**config.mk**
```make
export PLATFORM = sky130hd
export DESIGN_NAME = mix_core
export DESIGN_NICKNAME = d
export VERILOG_FILES = /design/src/inc/mix_pkg.sv /design/src/inc/mix_alu_if.sv /design/src/core/mix_alu.sv /design/src/core/mix_core.sv
export VERILOG_INCLUDE_DIRS = /design/src /design/src/inc
export SDC_FILE = /design/constraint.sdc
export NUM_CORES = 1
export LEC_CHECK = 0
export ABC_CLOCK_PERIOD_IN_PS = 6230
export BUFFER_PORTS_ARGS = -buffer_cell sky130_fd_sc_hd__buf_2
export CORE_MARGIN = 4
export CORE_UTILIZATION = 50
export DETAILED_ROUTE_END_ITERATION = 10
export GPL_TIMING_DRIVEN = 0
export PLACE_DENSITY_LB_ADDON = 0.05
export SYNTH_ARGS = -nofsm -noshare
export SYNTH_HDL_FRONTEND = slang
export SYNTH_SLANG_ARGS = --single-unit
```
**constraint.sdc**
```tcl
create_clock -name core_clk_i -period 6.23 [get_ports core_clk_i]
set_clock_uncertainty 0.1 [all_clocks]
set_input_delay 0.9345 -clock core_clk_i [delete_from_list [all_inputs] [get_ports core_clk_i]]
set_output_delay 0.9345 -clock core_clk_i [all_outputs]
set_load 0.02 [all_outputs]
```
**src/inc/mix_params.svh**
```systemverilog
// shared constants for the instruction slice execution unit
`ifndef MIX_PARAMS_SVH
`define MIX_PARAMS_SVH

// data byte constants
`define MIX_ZERO       8'h00
`define MIX_ONE        8'h01
`define MIX_BYTE_ONES  8'hFF

// field positions inside a data byte
`define MIX_SIGN       7
`define MIX_NIB_LO     3:0
`define MIX_NIB_HI     7:4

// field positions inside a program word
`define MIX_PW_LO      7:0
`define MIX_PW_HI      15:8

// program address limits
`define MIX_PADDR_MAX  16
`define MIX_PADDR_MIN  9
`define MIX_PADDR_DEF  11

`endif

```
**src/inc/mix_pkg.sv**
```systemverilog
// types of the instruction slice execution unit
`include "mix_params.svh"
package mix_pkg;

   typedef enum logic [4:0] {
      OP_NOP              = 5'h00,
      OP_SKIP_DEC_TO_ACC  = 5'h01,
      OP_SET_BYTE         = 5'h02,
      OP_SET_BIT          = 5'h03,
      OP_SKIP_INC         = 5'h04,
      OP_SKIP_INC_TO_ACC  = 5'h05,
      OP_SKIP_BIT_SET     = 5'h06,
      OP_SKIP_ZERO        = 5'h07,
      OP_SKIP_ZERO_TO_ACC = 5'h08,
      OP_SKIP_BIT_CLEAR   = 5'h09,
      OP_SUB_MEM          = 5'h0A,
      OP_SUB_MEM_TO_MEM   = 5'h0B,
      OP_SUB_IMM          = 5'h0C,
      OP_SWAP             = 5'h0D,
      OP_SWAP_TO_ACC      = 5'h0E,
      OP_TBL_PAGED        = 5'h0F,
      OP_TBL_CURRENT      = 5'h10,
      OP_TBL_LAST         = 5'h11,
      OP_XOR_MEM          = 5'h12,
      OP_XOR_TO_MEM       = 5'h13,
      OP_XOR_IMM          = 5'h14
   } mix_op_t;

   typedef enum logic [1:0] {
      ST_IDLE  = 2'h0,
      ST_TBL   = 2'h1,
      ST_DUMMY = 2'h2
   } mix_st_t;

   typedef struct packed {
      logic ov;
      logic z;
      logic ac;
      logic c;
   } mix_flags_t;

   typedef struct packed {
      mix_st_t                   st;
      logic                      busy;
      logic [7:0]                acc;
      mix_flags_t                fl;
      logic [7:0]                table_high_latch;
      logic                      mem_wr;
      logic [7:0]                mem_addr;
      logic [7:0]                mem_wdata;
      logic                      prog_rd;
      logic [`MIX_PADDR_MAX-1:0] prog_addr;
      logic                      skip;
      logic                      done;
   } mix_state_t;

endpackage

```
**src/inc/mix_alu_if.sv**
```systemverilog
// carrier between the sequencer and its datapath
`timescale 1ns/1ps
interface mix_alu_if;
   import mix_pkg::*;
   mix_op_t    op;
   logic [7:0] acc;
   logic [7:0] mem;
   logic [7:0] imm;
   logic [2:0] bit_sel;
   logic [7:0] res;
   logic       to_acc;
   logic       to_mem;
   logic       upd_arith;
   logic       upd_z;
   mix_flags_t fl;
   logic       skip;
   logic       is_tbl;

   modport core (output op, acc, mem, imm, bit_sel,
                 input  res, to_acc, to_mem, upd_arith, upd_z, fl, skip, is_tbl);
   modport alu  (input  op, acc, mem, imm, bit_sel,
                 output res, to_acc, to_mem, upd_arith, upd_z, fl, skip, is_tbl);
endinterface

```
**src/core/mix_alu.sv**
```systemverilog
// datapath: result, destination, flag updates and skip decision
`timescale 1ns/1ps
`include "mix_params.svh"
module mix_alu (
   mix_alu_if.alu bus
);
   import mix_pkg::*;

   function automatic logic is_zero(input logic [7:0] v);
      return v == `MIX_ZERO;
   endfunction

   // returns {c, ac, ov, diff}; carries read as not-borrow
   function automatic logic [10:0] sub8(input logic [7:0] a, input logic [7:0] b);
      logic [8:0] d;
      logic [4:0] n;
      logic       ov;
      d  = {1'b0, a} - {1'b0, b};
      n  = {1'b0, a[`MIX_NIB_LO]} - {1'b0, b[`MIX_NIB_LO]};
      ov = (a[`MIX_SIGN] != b[`MIX_SIGN]) && (d[`MIX_SIGN] != a[`MIX_SIGN]);
      return {~d[8], ~n[4], ov, d[7:0]};
   endfunction

   logic [7:0]  bmask;
   logic [10:0] s;

   always_comb begin
      bmask         = `MIX_ONE << bus.bit_sel;
      s             = sub8(bus.acc, (bus.op == OP_SUB_IMM) ? bus.imm : bus.mem);
      bus.res       = bus.mem;
      bus.to_acc    = 1'b0;
      bus.to_mem    = 1'b0;
      bus.upd_arith = 1'b0;
      bus.upd_z     = 1'b0;
      bus.skip      = 1'b0;
      bus.is_tbl    = 1'b0;
      case (bus.op)
         OP_SKIP_DEC_TO_ACC : begin
            bus.res    = bus.mem - `MIX_ONE;
            bus.to_acc = 1'b1;
            bus.skip   = is_zero(bus.res);
         end
         OP_SET_BYTE : begin
            bus.res    = `MIX_BYTE_ONES;
            bus.to_mem = 1'b1;
         end
         OP_SET_BIT : begin
            bus.res    = bus.mem | bmask;
            bus.to_mem = 1'b1;
         end
         OP_SKIP_INC : begin
            bus.res    = bus.mem + `MIX_ONE;
            bus.to_mem = 1'b1;
            bus.skip   = is_zero(bus.res);
         end
         OP_SKIP_INC_TO_ACC : begin
            bus.res    = bus.mem + `MIX_ONE;
            bus.to_acc = 1'b1;
            bus.skip   = is_zero(bus.res);
         end
         OP_SKIP_BIT_SET   : bus.skip = |(bus.mem & bmask);
         OP_SKIP_ZERO      : bus.skip = is_zero(bus.mem);
         OP_SKIP_ZERO_TO_ACC : begin
            bus.to_acc = 1'b1;
            bus.skip   = is_zero(bus.mem);
         end
         OP_SKIP_BIT_CLEAR : bus.skip = ~|(bus.mem & bmask);
         OP_SUB_MEM, OP_SUB_IMM, OP_SUB_MEM_TO_MEM : begin
            bus.res       = s[7:0];
            bus.to_acc    = (bus.op != OP_SUB_MEM_TO_MEM);
            bus.to_mem    = (bus.op == OP_SUB_MEM_TO_MEM);
            bus.upd_arith = 1'b1;
            bus.upd_z     = 1'b1;
         end
         OP_SWAP, OP_SWAP_TO_ACC : begin
            bus.res    = {bus.mem[`MIX_NIB_LO], bus.mem[`MIX_NIB_HI]};
            bus.to_acc = (bus.op == OP_SWAP_TO_ACC);
            bus.to_mem = (bus.op == OP_SWAP);
         end
         OP_TBL_PAGED, OP_TBL_CURRENT, OP_TBL_LAST : bus.is_tbl = 1'b1;
         OP_XOR_MEM, OP_XOR_TO_MEM, OP_XOR_IMM : begin
            bus.res    = bus.acc ^ ((bus.op == OP_XOR_IMM) ? bus.imm : bus.mem);
            bus.to_acc = (bus.op != OP_XOR_TO_MEM);
            bus.to_mem = (bus.op == OP_XOR_TO_MEM);
            bus.upd_z  = 1'b1;
         end
         default : bus.res = bus.mem;
      endcase
      bus.fl.c  = s[10];
      bus.fl.ac = s[9];
      bus.fl.ov = s[8];
      bus.fl.z  = is_zero(bus.res);
   end

endmodule

```
**src/core/mix_core.sv**
```systemverilog
// execution unit for skip, set, subtract, swap, xor and table read instructions
//
// Summary of operation
// - decrement to accumulator, data byte kept, skip on zero, flags kept
// - whole-byte set writes all ones, flags kept
// - bit set forces one selected bit, rest and flags kept
// - increment data byte in place, skip if new value zero, flags kept
// - increment into accumulator, data byte kept, skip on zero, flags kept
// - a taken skip adds one dummy cycle, otherwise continue normally
// - skip when selected bit is one, nothing modified
// - skip when whole data byte is zero, nothing modified
// - copy data byte to accumulator, skip if it is zero, flags kept
// - skip when selected bit is zero, nothing modified
// - accumulator minus byte into accumulator, carry is not-borrow
// - accumulator minus byte into the data byte, same flags
// - accumulator minus immediate into accumulator, same flags
// - swap nibbles of the data byte in place, flags kept
// - swapped data byte into accumulator, data byte and flags kept
// - table read at both pointer bytes: low to memory, high to latch
// - table read in current page at low pointer offset
// - table read in last page at low pointer offset
// - xor accumulator with byte into accumulator, zero flag only
// - xor accumulator with byte into the data byte, zero flag only
// - xor accumulator with immediate into accumulator, zero flag only
`timescale 1ns/1ps
`include "mix_params.svh"
module mix_core #(
   parameter int PADDR_W = `MIX_PADDR_DEF
) (
   input  wire logic             core_clk_i,
   input  wire logic             sys_rst_i,
   input  wire logic             start_i,
   input  wire mix_pkg::mix_op_t op_i,
   input  wire logic [7:0]       mem_addr_i,
   input  wire logic [7:0]       mem_data_i,
   input  wire logic [7:0]       imm_i,
   input  wire logic [2:0]       bit_sel_i,
   input  wire logic [7:0]       table_pointer_low_i,
   input  wire logic [7:0]       table_pointer_high_i,
   input  wire logic [7:0]       cur_page_i,
   input  wire logic [15:0]      prog_data_i,
   output logic                  busy_o,
   output logic                  done_o,
   output logic                  skip_o,
   output logic [7:0]            acc_o,
   output logic                  signed_range_flag_o,
   output logic                  zero_flag_o,
   output logic                  nibble_carry_flag_o,
   output logic                  carry_flag_o,
   output logic                  mem_wr_o,
   output logic [7:0]            mem_addr_o,
   output logic [7:0]            mem_wdata_o,
   output logic                  prog_rd_o,
   output logic [PADDR_W-1:0]    prog_addr_o,
   output logic [7:0]            table_high_latch_o
);
   import mix_pkg::*;

   // ------------------------------------------------------------
   // parameter check
   // ------------------------------------------------------------
   // the page field must exist and the address must fit the state word
   if (PADDR_W < `MIX_PADDR_MIN || PADDR_W > `MIX_PADDR_MAX) begin : g_bad_width
      $error("PADDR_W out of range");
   end

   // ------------------------------------------------------------
   // datapath
   // ------------------------------------------------------------
   mix_state_t                state;
   mix_state_t                next_state;
   logic [`MIX_PADDR_MAX-1:0] next_taddr;

   mix_alu_if alu_bus();

   assign alu_bus.op      = op_i;
   assign alu_bus.acc     = state.acc;
   assign alu_bus.mem     = mem_data_i;
   assign alu_bus.imm     = imm_i;
   assign alu_bus.bit_sel = bit_sel_i;

   mix_alu u_alu (
      .bus (alu_bus)
   );

   // ------------------------------------------------------------
   // sequencer
   // ------------------------------------------------------------
   always_comb begin
      next_taddr = '0;
      case (op_i)
         OP_TBL_PAGED   : next_taddr = {table_pointer_high_i, table_pointer_low_i};
         OP_TBL_CURRENT : next_taddr = {cur_page_i, table_pointer_low_i};
         // all-ones page bits select the last page whatever the width
         OP_TBL_LAST    : next_taddr = {`MIX_BYTE_ONES, table_pointer_low_i};
         default        : next_taddr = '0;
      endcase

      next_state         = state;
      next_state.mem_wr  = 1'b0;
      next_state.prog_rd = 1'b0;
      next_state.skip    = 1'b0;
      next_state.done    = 1'b0;
      case (state.st)
         ST_IDLE : begin
            // a start while busy is simply not seen here
            if (start_i) begin
               next_state.mem_addr = mem_addr_i;
               if (alu_bus.is_tbl) begin
                  next_state.prog_rd   = 1'b1;
                  next_state.prog_addr = next_taddr;
                  next_state.st        = ST_TBL;
                  next_state.busy      = 1'b1;
               end else begin
                  if (alu_bus.to_acc) begin
                     next_state.acc = alu_bus.res;
                  end
                  next_state.mem_wr    = alu_bus.to_mem;
                  next_state.mem_wdata = alu_bus.res;
                  if (alu_bus.upd_arith) begin
                     next_state.fl.c  = alu_bus.fl.c;
                     next_state.fl.ac = alu_bus.fl.ac;
                     next_state.fl.ov = alu_bus.fl.ov;
                  end
                  if (alu_bus.upd_z) begin
                     next_state.fl.z = alu_bus.fl.z;
                  end
                  if (alu_bus.skip) begin
                     next_state.st   = ST_DUMMY;
                     next_state.skip = 1'b1;
                     next_state.busy = 1'b1;
                  end else begin
                     next_state.done = 1'b1;
                  end
               end
            end
         end
         ST_TBL : begin
            // program word must be valid while prog_rd_o is high
            next_state.mem_wr    = 1'b1;
            next_state.mem_wdata = prog_data_i[`MIX_PW_LO];
            next_state.table_high_latch      = prog_data_i[`MIX_PW_HI];
            next_state.done      = 1'b1;
            next_state.busy      = 1'b0;
            next_state.st        = ST_IDLE;
         end
         ST_DUMMY : begin
            next_state.done = 1'b1;
            next_state.busy = 1'b0;
            next_state.st   = ST_IDLE;
         end
         default : begin
            next_state.busy = 1'b0;
            next_state.st   = ST_IDLE;
         end
      endcase
   end

   always_ff @(posedge core_clk_i or posedge sys_rst_i) begin
      if (sys_rst_i) begin
         state <= '0;
      end else begin
         state <= next_state;
      end
   end

   // ------------------------------------------------------------
   // outputs
   // ------------------------------------------------------------
   assign busy_o              = state.busy;
   assign done_o              = state.done;
   assign skip_o              = state.skip;
   assign acc_o               = state.acc;
   assign signed_range_flag_o = state.fl.ov;
   assign zero_flag_o         = state.fl.z;
   assign nibble_carry_flag_o = state.fl.ac;
   assign carry_flag_o        = state.fl.c;
   assign mem_wr_o            = state.mem_wr;
   assign mem_addr_o          = state.mem_addr;
   assign mem_wdata_o         = state.mem_wdata;
   assign prog_rd_o           = state.prog_rd;
   assign prog_addr_o         = state.prog_addr[PADDR_W-1:0];
   assign table_high_latch_o  = state.table_high_latch;

   logic take;
   assign take = start_i && !busy_o;
endmodule

```
==> results of run 1 <==
synth_stat cells (7+ instances only):
cell      instances  area share [%]
nor2_1           56             4.7
dfrtp_1          54              31
buf_4            44             7.5
mux2_2           33             8.4
a21oi_1          29             3.3
nand2_1          25             2.1
o21ai_0          22             2.5
clkbuf_1         21             1.8
inv_1            18             1.5
ha_1             17             4.8
mux2i_1          17             3.8
nor3_1           14             1.6
xnor2_1          13             2.6
a22oi_1           9             1.5
a31oi_1           8             1.1
nand3_1           8            0.90
nand2b_1          7            0.99
nor2b_1           7            0.99
o22ai_1           7            0.99
critical path: stages:
cell and delay (ns):
buf_2 0.14, buf_2 0.22, clkbuf_1 0.41, or3_1 0.18, clkbuf_1 0.46, mux2_2 0.42, ha_1 0.20, fa_1 0.40
nand2b_1 0.19, a21oi_1 0.20, o32ai_1 0.11, o32a_1 0.40, or4_1 0.50, or4_1 0.49, o31ai_2 0.18
power by group through the flow:
stage | registers (uW) | clock network [uW] | logic (uW)
global placement | 614 | 0 | 1140
CTS | 617 | 253 | 1170
global route | 638 | 263 | 1270
detailed placement | 624 | 0 | 1160
finish | 615 | 246 | 1160
floorplan | 619 | 0 | 853
logic make-up (layout without fill, tap and decap cells):
kind of cell | Yosys count | in the layout | synth area share (%)
adder cells (fa/ha/maj) | 18 | 18 | 5.257
other | 0 | 1 | 0
buffers and inverters | 93 | 213 | 12.13
multiplexers | 50 | 50 | 12.24
XOR/XNOR | 18 | 18 | 3.561
AND/OR/NAND/NOR | 150 | 150 | 17.16
flip-flops | 54 | 54 | 30.53
AO/OA/AOI/OAI | 125 | 125 | 19.14
metal layers:
metal / track usage (%) / vias to the layer above
met5: 0 / -
met1: 32.92 / 1965
met3: 4.710 / 12
met2: 38.48 / 141
met4: 6.155 / 0
li1: - / 2020
registers in the layout, indices dropped and copies added (netlist names), 2 cells and up:
register            flops
acc_o                   8
prog_addr_o            11
table_high_latch_o      8
mem_wdata_o             8
mem_addr_o              8
state                   2
worst min-delay path by stage:
stage | start | slack [ns] | endpoint
floorplan | prog_addr_o[10]$_DFFE_PP0P_ | 0.38 | prog_addr_o[10]$_DFFE_PP0P_
global placement | busy_o$_DFFE_PP0P_ | 0.37 | busy_o$_DFFE_PP0P_
detailed placement | zero_flag_o$_DFFE_PP0P_ | 0.39 | zero_flag_o$_DFFE_PP0P_
CTS | zero_flag_o$_DFFE_PP0P_ | 0.42 | zero_flag_o$_DFFE_PP0P_
global route | zero_flag_o$_DFFE_PP0P_ | 0.43 | zero_flag_o$_DFFE_PP0P_
finish | mem_addr_o[7]$_DFFE_PP0P_ | 0.42 | mem_addr_o[7]$_DFFE_PP0P_
stage by stage:
| step | instance area (um^2) | cells | hold slack (ns) | setup slack [ns] |
|---|---|---|---|---|
| after CTS | 5261 | 736 | 0.4223 | 0.9633 |
| final | 5264 | 737 | 0.4172 | 0.9126 |
| after global routing | 5261 | 736 | 0.4304 | 0.7191 |
| after detailed placement | 5144 | 728 | 0.3888 | 0.6060 |
| after global placement | 5117 | 727 | 0.3736 | 0.6724 |
| after floorplan | 4427 | 508 | 0.3756 | 1.358 |
cell type report:
cell class,count,area (um^2)
flip-flops and latches,54,1351
clock inverters,3,48.80
diodes,1,2.502
clock buffers,5,68.82
plain buffers,75,469.2
inverters,18,67.56
well taps,108,135.1
multi-input cells,361,2545
repair buffers,112,575.6
fillers,819,3415
==> flow_metrics.env, run 1 <==
export IMPL_status="finished clean"
export IMPL_reg2reg_from="acc_o[0]$_DFFE_PP0P_"
export IMPL_max_slew_worst_pin_slew_ns=0.8930
export IMPL_avgRoutedWirePerCell_um=16.96
export IMPL_row_count=34
export IMPL_wl_met3_um=853
export IMPL_power_frac_seq_pct=30.5
export IMPL_drive_gt1_share_pct=34.71
export IMPL_post_cts_setup_buffer_count=0
export IMPL_worstSetupEndpointType="flip-flop"
export IMPL_cts_tree="built"
export IMPL_layout_common_cells="117 x buf_2, 56 x nor2_1, 54 x dfrtp_1"
export IMPL_p_clk_share_pct=12.2
export IMPL_syn_cell_area_um2=4427
export IMPL_layout_cells_most_common="buf_2"
export IMPL_ys_seq_area_share_pct=30.53
export IMPL_setup_violations=0
export IMPL_grt_max_degree=33
export IMPL_worstPathArrival_ns=5.45
export IMPL_final_util_pct=60.65
export IMPL_antenna_found_initial=0
export IMPL_startpoint_type="input pin"
export IMPL_cts_max_level=2
export IMPL_firstDrtPassIters=5
export IMPL_io_pin_count=127
export IMPL_drt_iter0_drc=215
export IMPL_internal_power_uw=1179
export IMPL_crit_path_max_fanout=10
export IMPL_maxSlewViolCount=0
export IMPL_cts_root_buffer="clkbuf_8"
export IMPL_numCtsBuffers=5
export IMPL_hold_viol=0
export IMPL_crit_reg2reg_capture="zero_flag_o$_DFFE_PP0P_"
export IMPL_ctsHoldBuffers=0
export IMPL_numPortBuffers=111
export IMPL_ctsLongestPathBuffers=2
export IMPL_cp_endpoint="zero_flag_o$_DFFE_PP0P_"
export IMPL_ys_seq_elements=54
export IMPL_clk_pin_slew_worst_paths_ns=0.10
export IMPL_rrSetupSlack_ns=2.90
export IMPL_grt_setup_unrepaired="no"
export IMPL_final_min_clock_period_ns=5.317
export IMPL_comb_power_share_pct=57.3
export IMPL_cts_resized=0
export IMPL_drcViolationCount=0
export IMPL_maxCapViolations=0
export IMPL_ys_types=66
export IMPL_required_ns=6.36
export IMPL_holdPathStages=1
export IMPL_p_sw_share_pct=41.58
export IMPL_postSynthCellCount=508
export IMPL_hpwl_um=9805
export IMPL_initial_core_util_pct=51.01
export IMPL_postRouteAntennaNets=0
export IMPL_fmax_mhz=188.1
export IMPL_grt_first_pass_wirelength_um=19650
export IMPL_min_period_over_period_pct=85.35
export IMPL_die_w_um=102.1
export IMPL_grt_pass1_vias=3977
export IMPL_criticalPathCategory="in -> reg"
export IMPL_switching_power_uw=839.0
export IMPL_final_setup_tns_ns=0
export IMPL_reg2regPathDepth=10
export IMPL_vias=4138
export IMPL_power_total_uw=2018
export IMPL_grtUsageTotal_pct=23.85
export IMPL_dieArea_um2=10420
export IMPL_slew_headroom_pct=40.31
export IMPL_synth_edf_count=0
export IMPL_top_layer="met4"
export IMPL_wl_met1_um=5549
export IMPL_peakVddDrop_mv=0.2520
export IMPL_yosysWarnings=0
export IMPL_overflow=0
export IMPL_hold_path_class="reg -> reg"
export IMPL_finalNetCount=720
export IMPL_powerDensity_nw_per_um2=383.4
export IMPL_leakage_uw=0.002463
export IMPL_synth_ff_type="dfrtp_1"
export IMPL_gp_congestion=0.9605
export IMPL_dr_wl_met2_um=5919
export IMPL_syn_nets=601
export IMPL_drt_wl_total_um=12500
export IMPL_core_um2=8678
export IMPL_avgSynthCellArea_um2=8.714
export IMPL_cts_sinks=54
export IMPL_clk_latency_ns=0.32
export IMPL_async_flop_share_pct=100.0
export IMPL_syn_to_final_growth_pct=18.91
export IMPL_cp_startpoint="op_i[0]"
export IMPL_die_height_um=102.1
export IMPL_vias_per_cell=5.615
No activity file was read; power rests on OpenSTA's default activity.
==> inputs of run 2 (changes only) <==
--- a/config.mk
+++ b/config.mk
@@ -8,11 +8,14 @@
 export LEC_CHECK = 0
 export ABC_CLOCK_PERIOD_IN_PS = 6230
 export BUFFER_PORTS_ARGS = -buffer_cell sky130_fd_sc_hd__buf_2
+export CELL_PAD_IN_SITES_DETAIL_PLACEMENT = 0
+export CELL_PAD_IN_SITES_GLOBAL_PLACEMENT = 1
 export CORE_MARGIN = 4
-export CORE_UTILIZATION = 50
+export CORE_UTILIZATION = 43
 export DETAILED_ROUTE_END_ITERATION = 10
 export GPL_TIMING_DRIVEN = 0
 export PLACE_DENSITY_LB_ADDON = 0.05
 export SYNTH_ARGS = -nofsm -noshare
 export SYNTH_HDL_FRONTEND = slang
+export SYNTH_HIERARCHICAL = 1
 export SYNTH_SLANG_ARGS = --single-unit
==> flow_metrics.env, run 2 <==
export IMPL_status="finished clean"
export IMPL_grtUsageTotal_pct=21.21
export IMPL_drt_iter0_drc=195
export IMPL_synthXorXnorAreaFrac_pct=2.812
export IMPL_peakVddDrop_mv=0.2170
export IMPL_hold_viol=0
export IMPL_syn_cell_area_um2=4672
export IMPL_avgRoutedWirePerCell_um=17.70
export IMPL_synthAdderAreaFrac_pct=4.981
export IMPL_drt_wl_total_um=13470
export IMPL_clk_latency_ns=0.30
export IMPL_synth_edf_count=0
export IMPL_ctsHoldBuffers=0
export IMPL_ys_top_cells_by_area="dfrtp_1 29%, buf_4 7.1%, mux2_2 6.3%"
export IMPL_final_min_clock_period_ns=5.111
export IMPL_postRouteAntennaNets=0
export IMPL_core_um2=10460
export IMPL_drcViolationCount=0
export IMPL_grt_max_degree=42
export IMPL_cts_resized=0
export IMPL_dieArea_um2=12600
export IMPL_postSynthCellCount=503
export IMPL_ys_types=81
export IMPL_largest_reg_flops=11
export IMPL_final_setup_tns_ns=0
export IMPL_layout_common_cells="120 x buf_2, 54 x dfrtp_1, 44 x buf_4"
export IMPL_initial_core_util_pct=44.65
export IMPL_min_period_over_period_pct=82.04
export IMPL_max_slew_worst_pin_slew_ns=1.080
export IMPL_nFillCells=998
export IMPL_worstSetupEndpointType="flip-flop"
export IMPL_ctsLongestPathBuffers=2
export IMPL_synth_simple_area_share_pct=17.17
export IMPL_synth_top_area_share_pct=28.92
export IMPL_row_count=37
export IMPL_worstPathArrival_ns=5.26
export IMPL_fmax_mhz=195.7
export IMPL_syn_nets=596
export IMPL_clk_pin_slew_worst_paths_ns=0.09
export IMPL_cts_max_level=2
export IMPL_avgSynthCellArea_um2=9.288
export IMPL_drive_gt1_share_pct=38.56
export IMPL_vias_per_cell=5.536
export IMPL_io_pin_count=127
export IMPL_crit_path_max_fanout=10
export IMPL_grt_pass1_vias=4214
export IMPL_required_ns=6.38
export IMPL_post_cts_setup_buffer_count=0
export IMPL_layout_cells_most_common="buf_2"
export IMPL_vias=4213
export IMPL_setup_violations=0
export IMPL_hold_path_class="reg -> reg"
export IMPL_maxSlewViolCount=0
export IMPL_criticalPathCategory="in -> reg"
export IMPL_cts_root_buffer="clkbuf_8"
export IMPL_maxCapViolations=0
export IMPL_power_total_uw=1901
export IMPL_hpwl_um=10570
export IMPL_async_flop_share_pct=100.0
export IMPL_regArea_um2=1351
export IMPL_powerDensity_nw_per_um2=343.5
export IMPL_yosysMostFrequentCell="dfrtp_1"
export IMPL_slew_headroom_pct=27.46
export IMPL_die_height_um=112.2
export IMPL_ys_seq_elements=54
export IMPL_grt_setup_unrepaired="no"
export IMPL_synth_top_family_by_area="compound AO/OA/AOI/OAI gates"
export IMPL_yosys_top_cells_count="54 x dfrtp_1, 44 x buf_4, 39 x nand2_1"
export IMPL_yosysWarnings=6
export IMPL_die_w_um=112.2
export IMPL_overflow=0
export IMPL_ys_seq_area_share_pct=28.92
export IMPL_leakage_uw=0.002608
export IMPL_cts_tree="built"
export IMPL_startpoint_type="input pin"
export IMPL_multi_input_area_um2=2739
export IMPL_cts_sinks=54
export IMPL_grt_first_pass_wirelength_um=21840
export IMPL_numCtsBuffers=5
export IMPL_diodes=0
export IMPL_synth_top_area_cell="dfrtp_1"
export IMPL_syn_to_final_growth_pct=18.45
export IMPL_gp_congestion=0.9064
export IMPL_synth_compound_area_share_pct=20.01
export IMPL_finalNetCount=717
export IMPL_synth_ff_type="dfrtp_1"
export IMPL_numPortBuffers=113
export IMPL_synth_mux_area_share_pct=13.66
export IMPL_firstDrtPassIters=5
export IMPL_antenna_found_initial=0
[run 2: final timing paths]
check,to,cells after the start,from,slack [ns]
setup / recovery,zero_flag_o$_DFFE_PP0P_,16,op_i[0],1.12
hold / removal,prog_addr_o[3]$_DFFE_PP0P_,2,prog_addr_o[3]$_DFFE_PP0P_,0.39
setup reg to reg,zero_flag_o$_DFFE_PP0P_,10,acc_o[0]$_DFFE_PP0P_,3.19
hold reg to reg,prog_addr_o[3]$_DFFE_PP0P_,2,prog_addr_o[3]$_DFFE_PP0P_,0.39
max in group asynchronous,table_high_latch_o[1]$_DFFE_PP0P_,3,sys_rst_i,5.04
min in group asynchronous,prog_addr_o[0]$_DFFE_PP0P_,2,sys_rst_i,0.48
[run 2: logic make-up after synthesis]
| logic type | count (synthesis) |
|---|---|
| AND/OR/NAND/NOR | 146 |
| buffers and inverters | 94 |
| flip-flops | 54 |
| AO/OA/AOI/OAI | 122 |
| multiplexers | 54 |
| adder cells (fa/ha/maj) | 18 |
| XOR/XNOR | 15 |
[run 2: routing by layer]
layer  track usage, %  wire (um)  part of all wire (%)
met1            28.06       5940                    44
met2            35.36       6438                    48
met3            3.612        801                   5.9
met5                0          0                     0
met4            6.811        289                   2.1
[run 2: per-stage QoR]
step	area (um^2)	utilization, %	hold WS, ns	worst slack [ns]	cells
after floorplan	4672	-	0.3510	1.731	503
after global placement	5408	51.69	0.3644	0.8043	752
after detailed placement	5428	51.88	0.3729	0.8180	753
after CTS	5534	52.89	0.3942	1.130	761
after global routing	5534	52.89	0.4187	0.8378	761
final	5534	52.89	0.3854	1.119	761
[run 2: power by group]
part           internal, uW  switching, uW
Combinational           537            549
Clock                   120            106
Sequential              486            103
Total                  1140            758
[run 2: layout make-up]
class                   count  area share, %
plain buffers              74          9.157
inverters                  20          1.357
clock buffers               7          1.379
well taps                 136          3.075
flip-flops and latches     54          24.42
clock inverters             1         0.5426
repair buffers            114          10.58
multi-input cells         355          49.49
[run 2: critical path, cell delays in order]
cell	delay [ns]
buf_2	0.12
buf_4	0.17
clkbuf_1	0.23
nor4_1	0.66
clkbuf_1	0.54
nand2_1	0.09
o21ai_0	0.13
ha_1	0.20
inv_1	0.05
fa_1	0.41
xor2_1	0.20
a222oi_1	0.27
o221ai_2	0.21
or4b_1	0.59
nor4_2	0.26
mux2_4	0.17
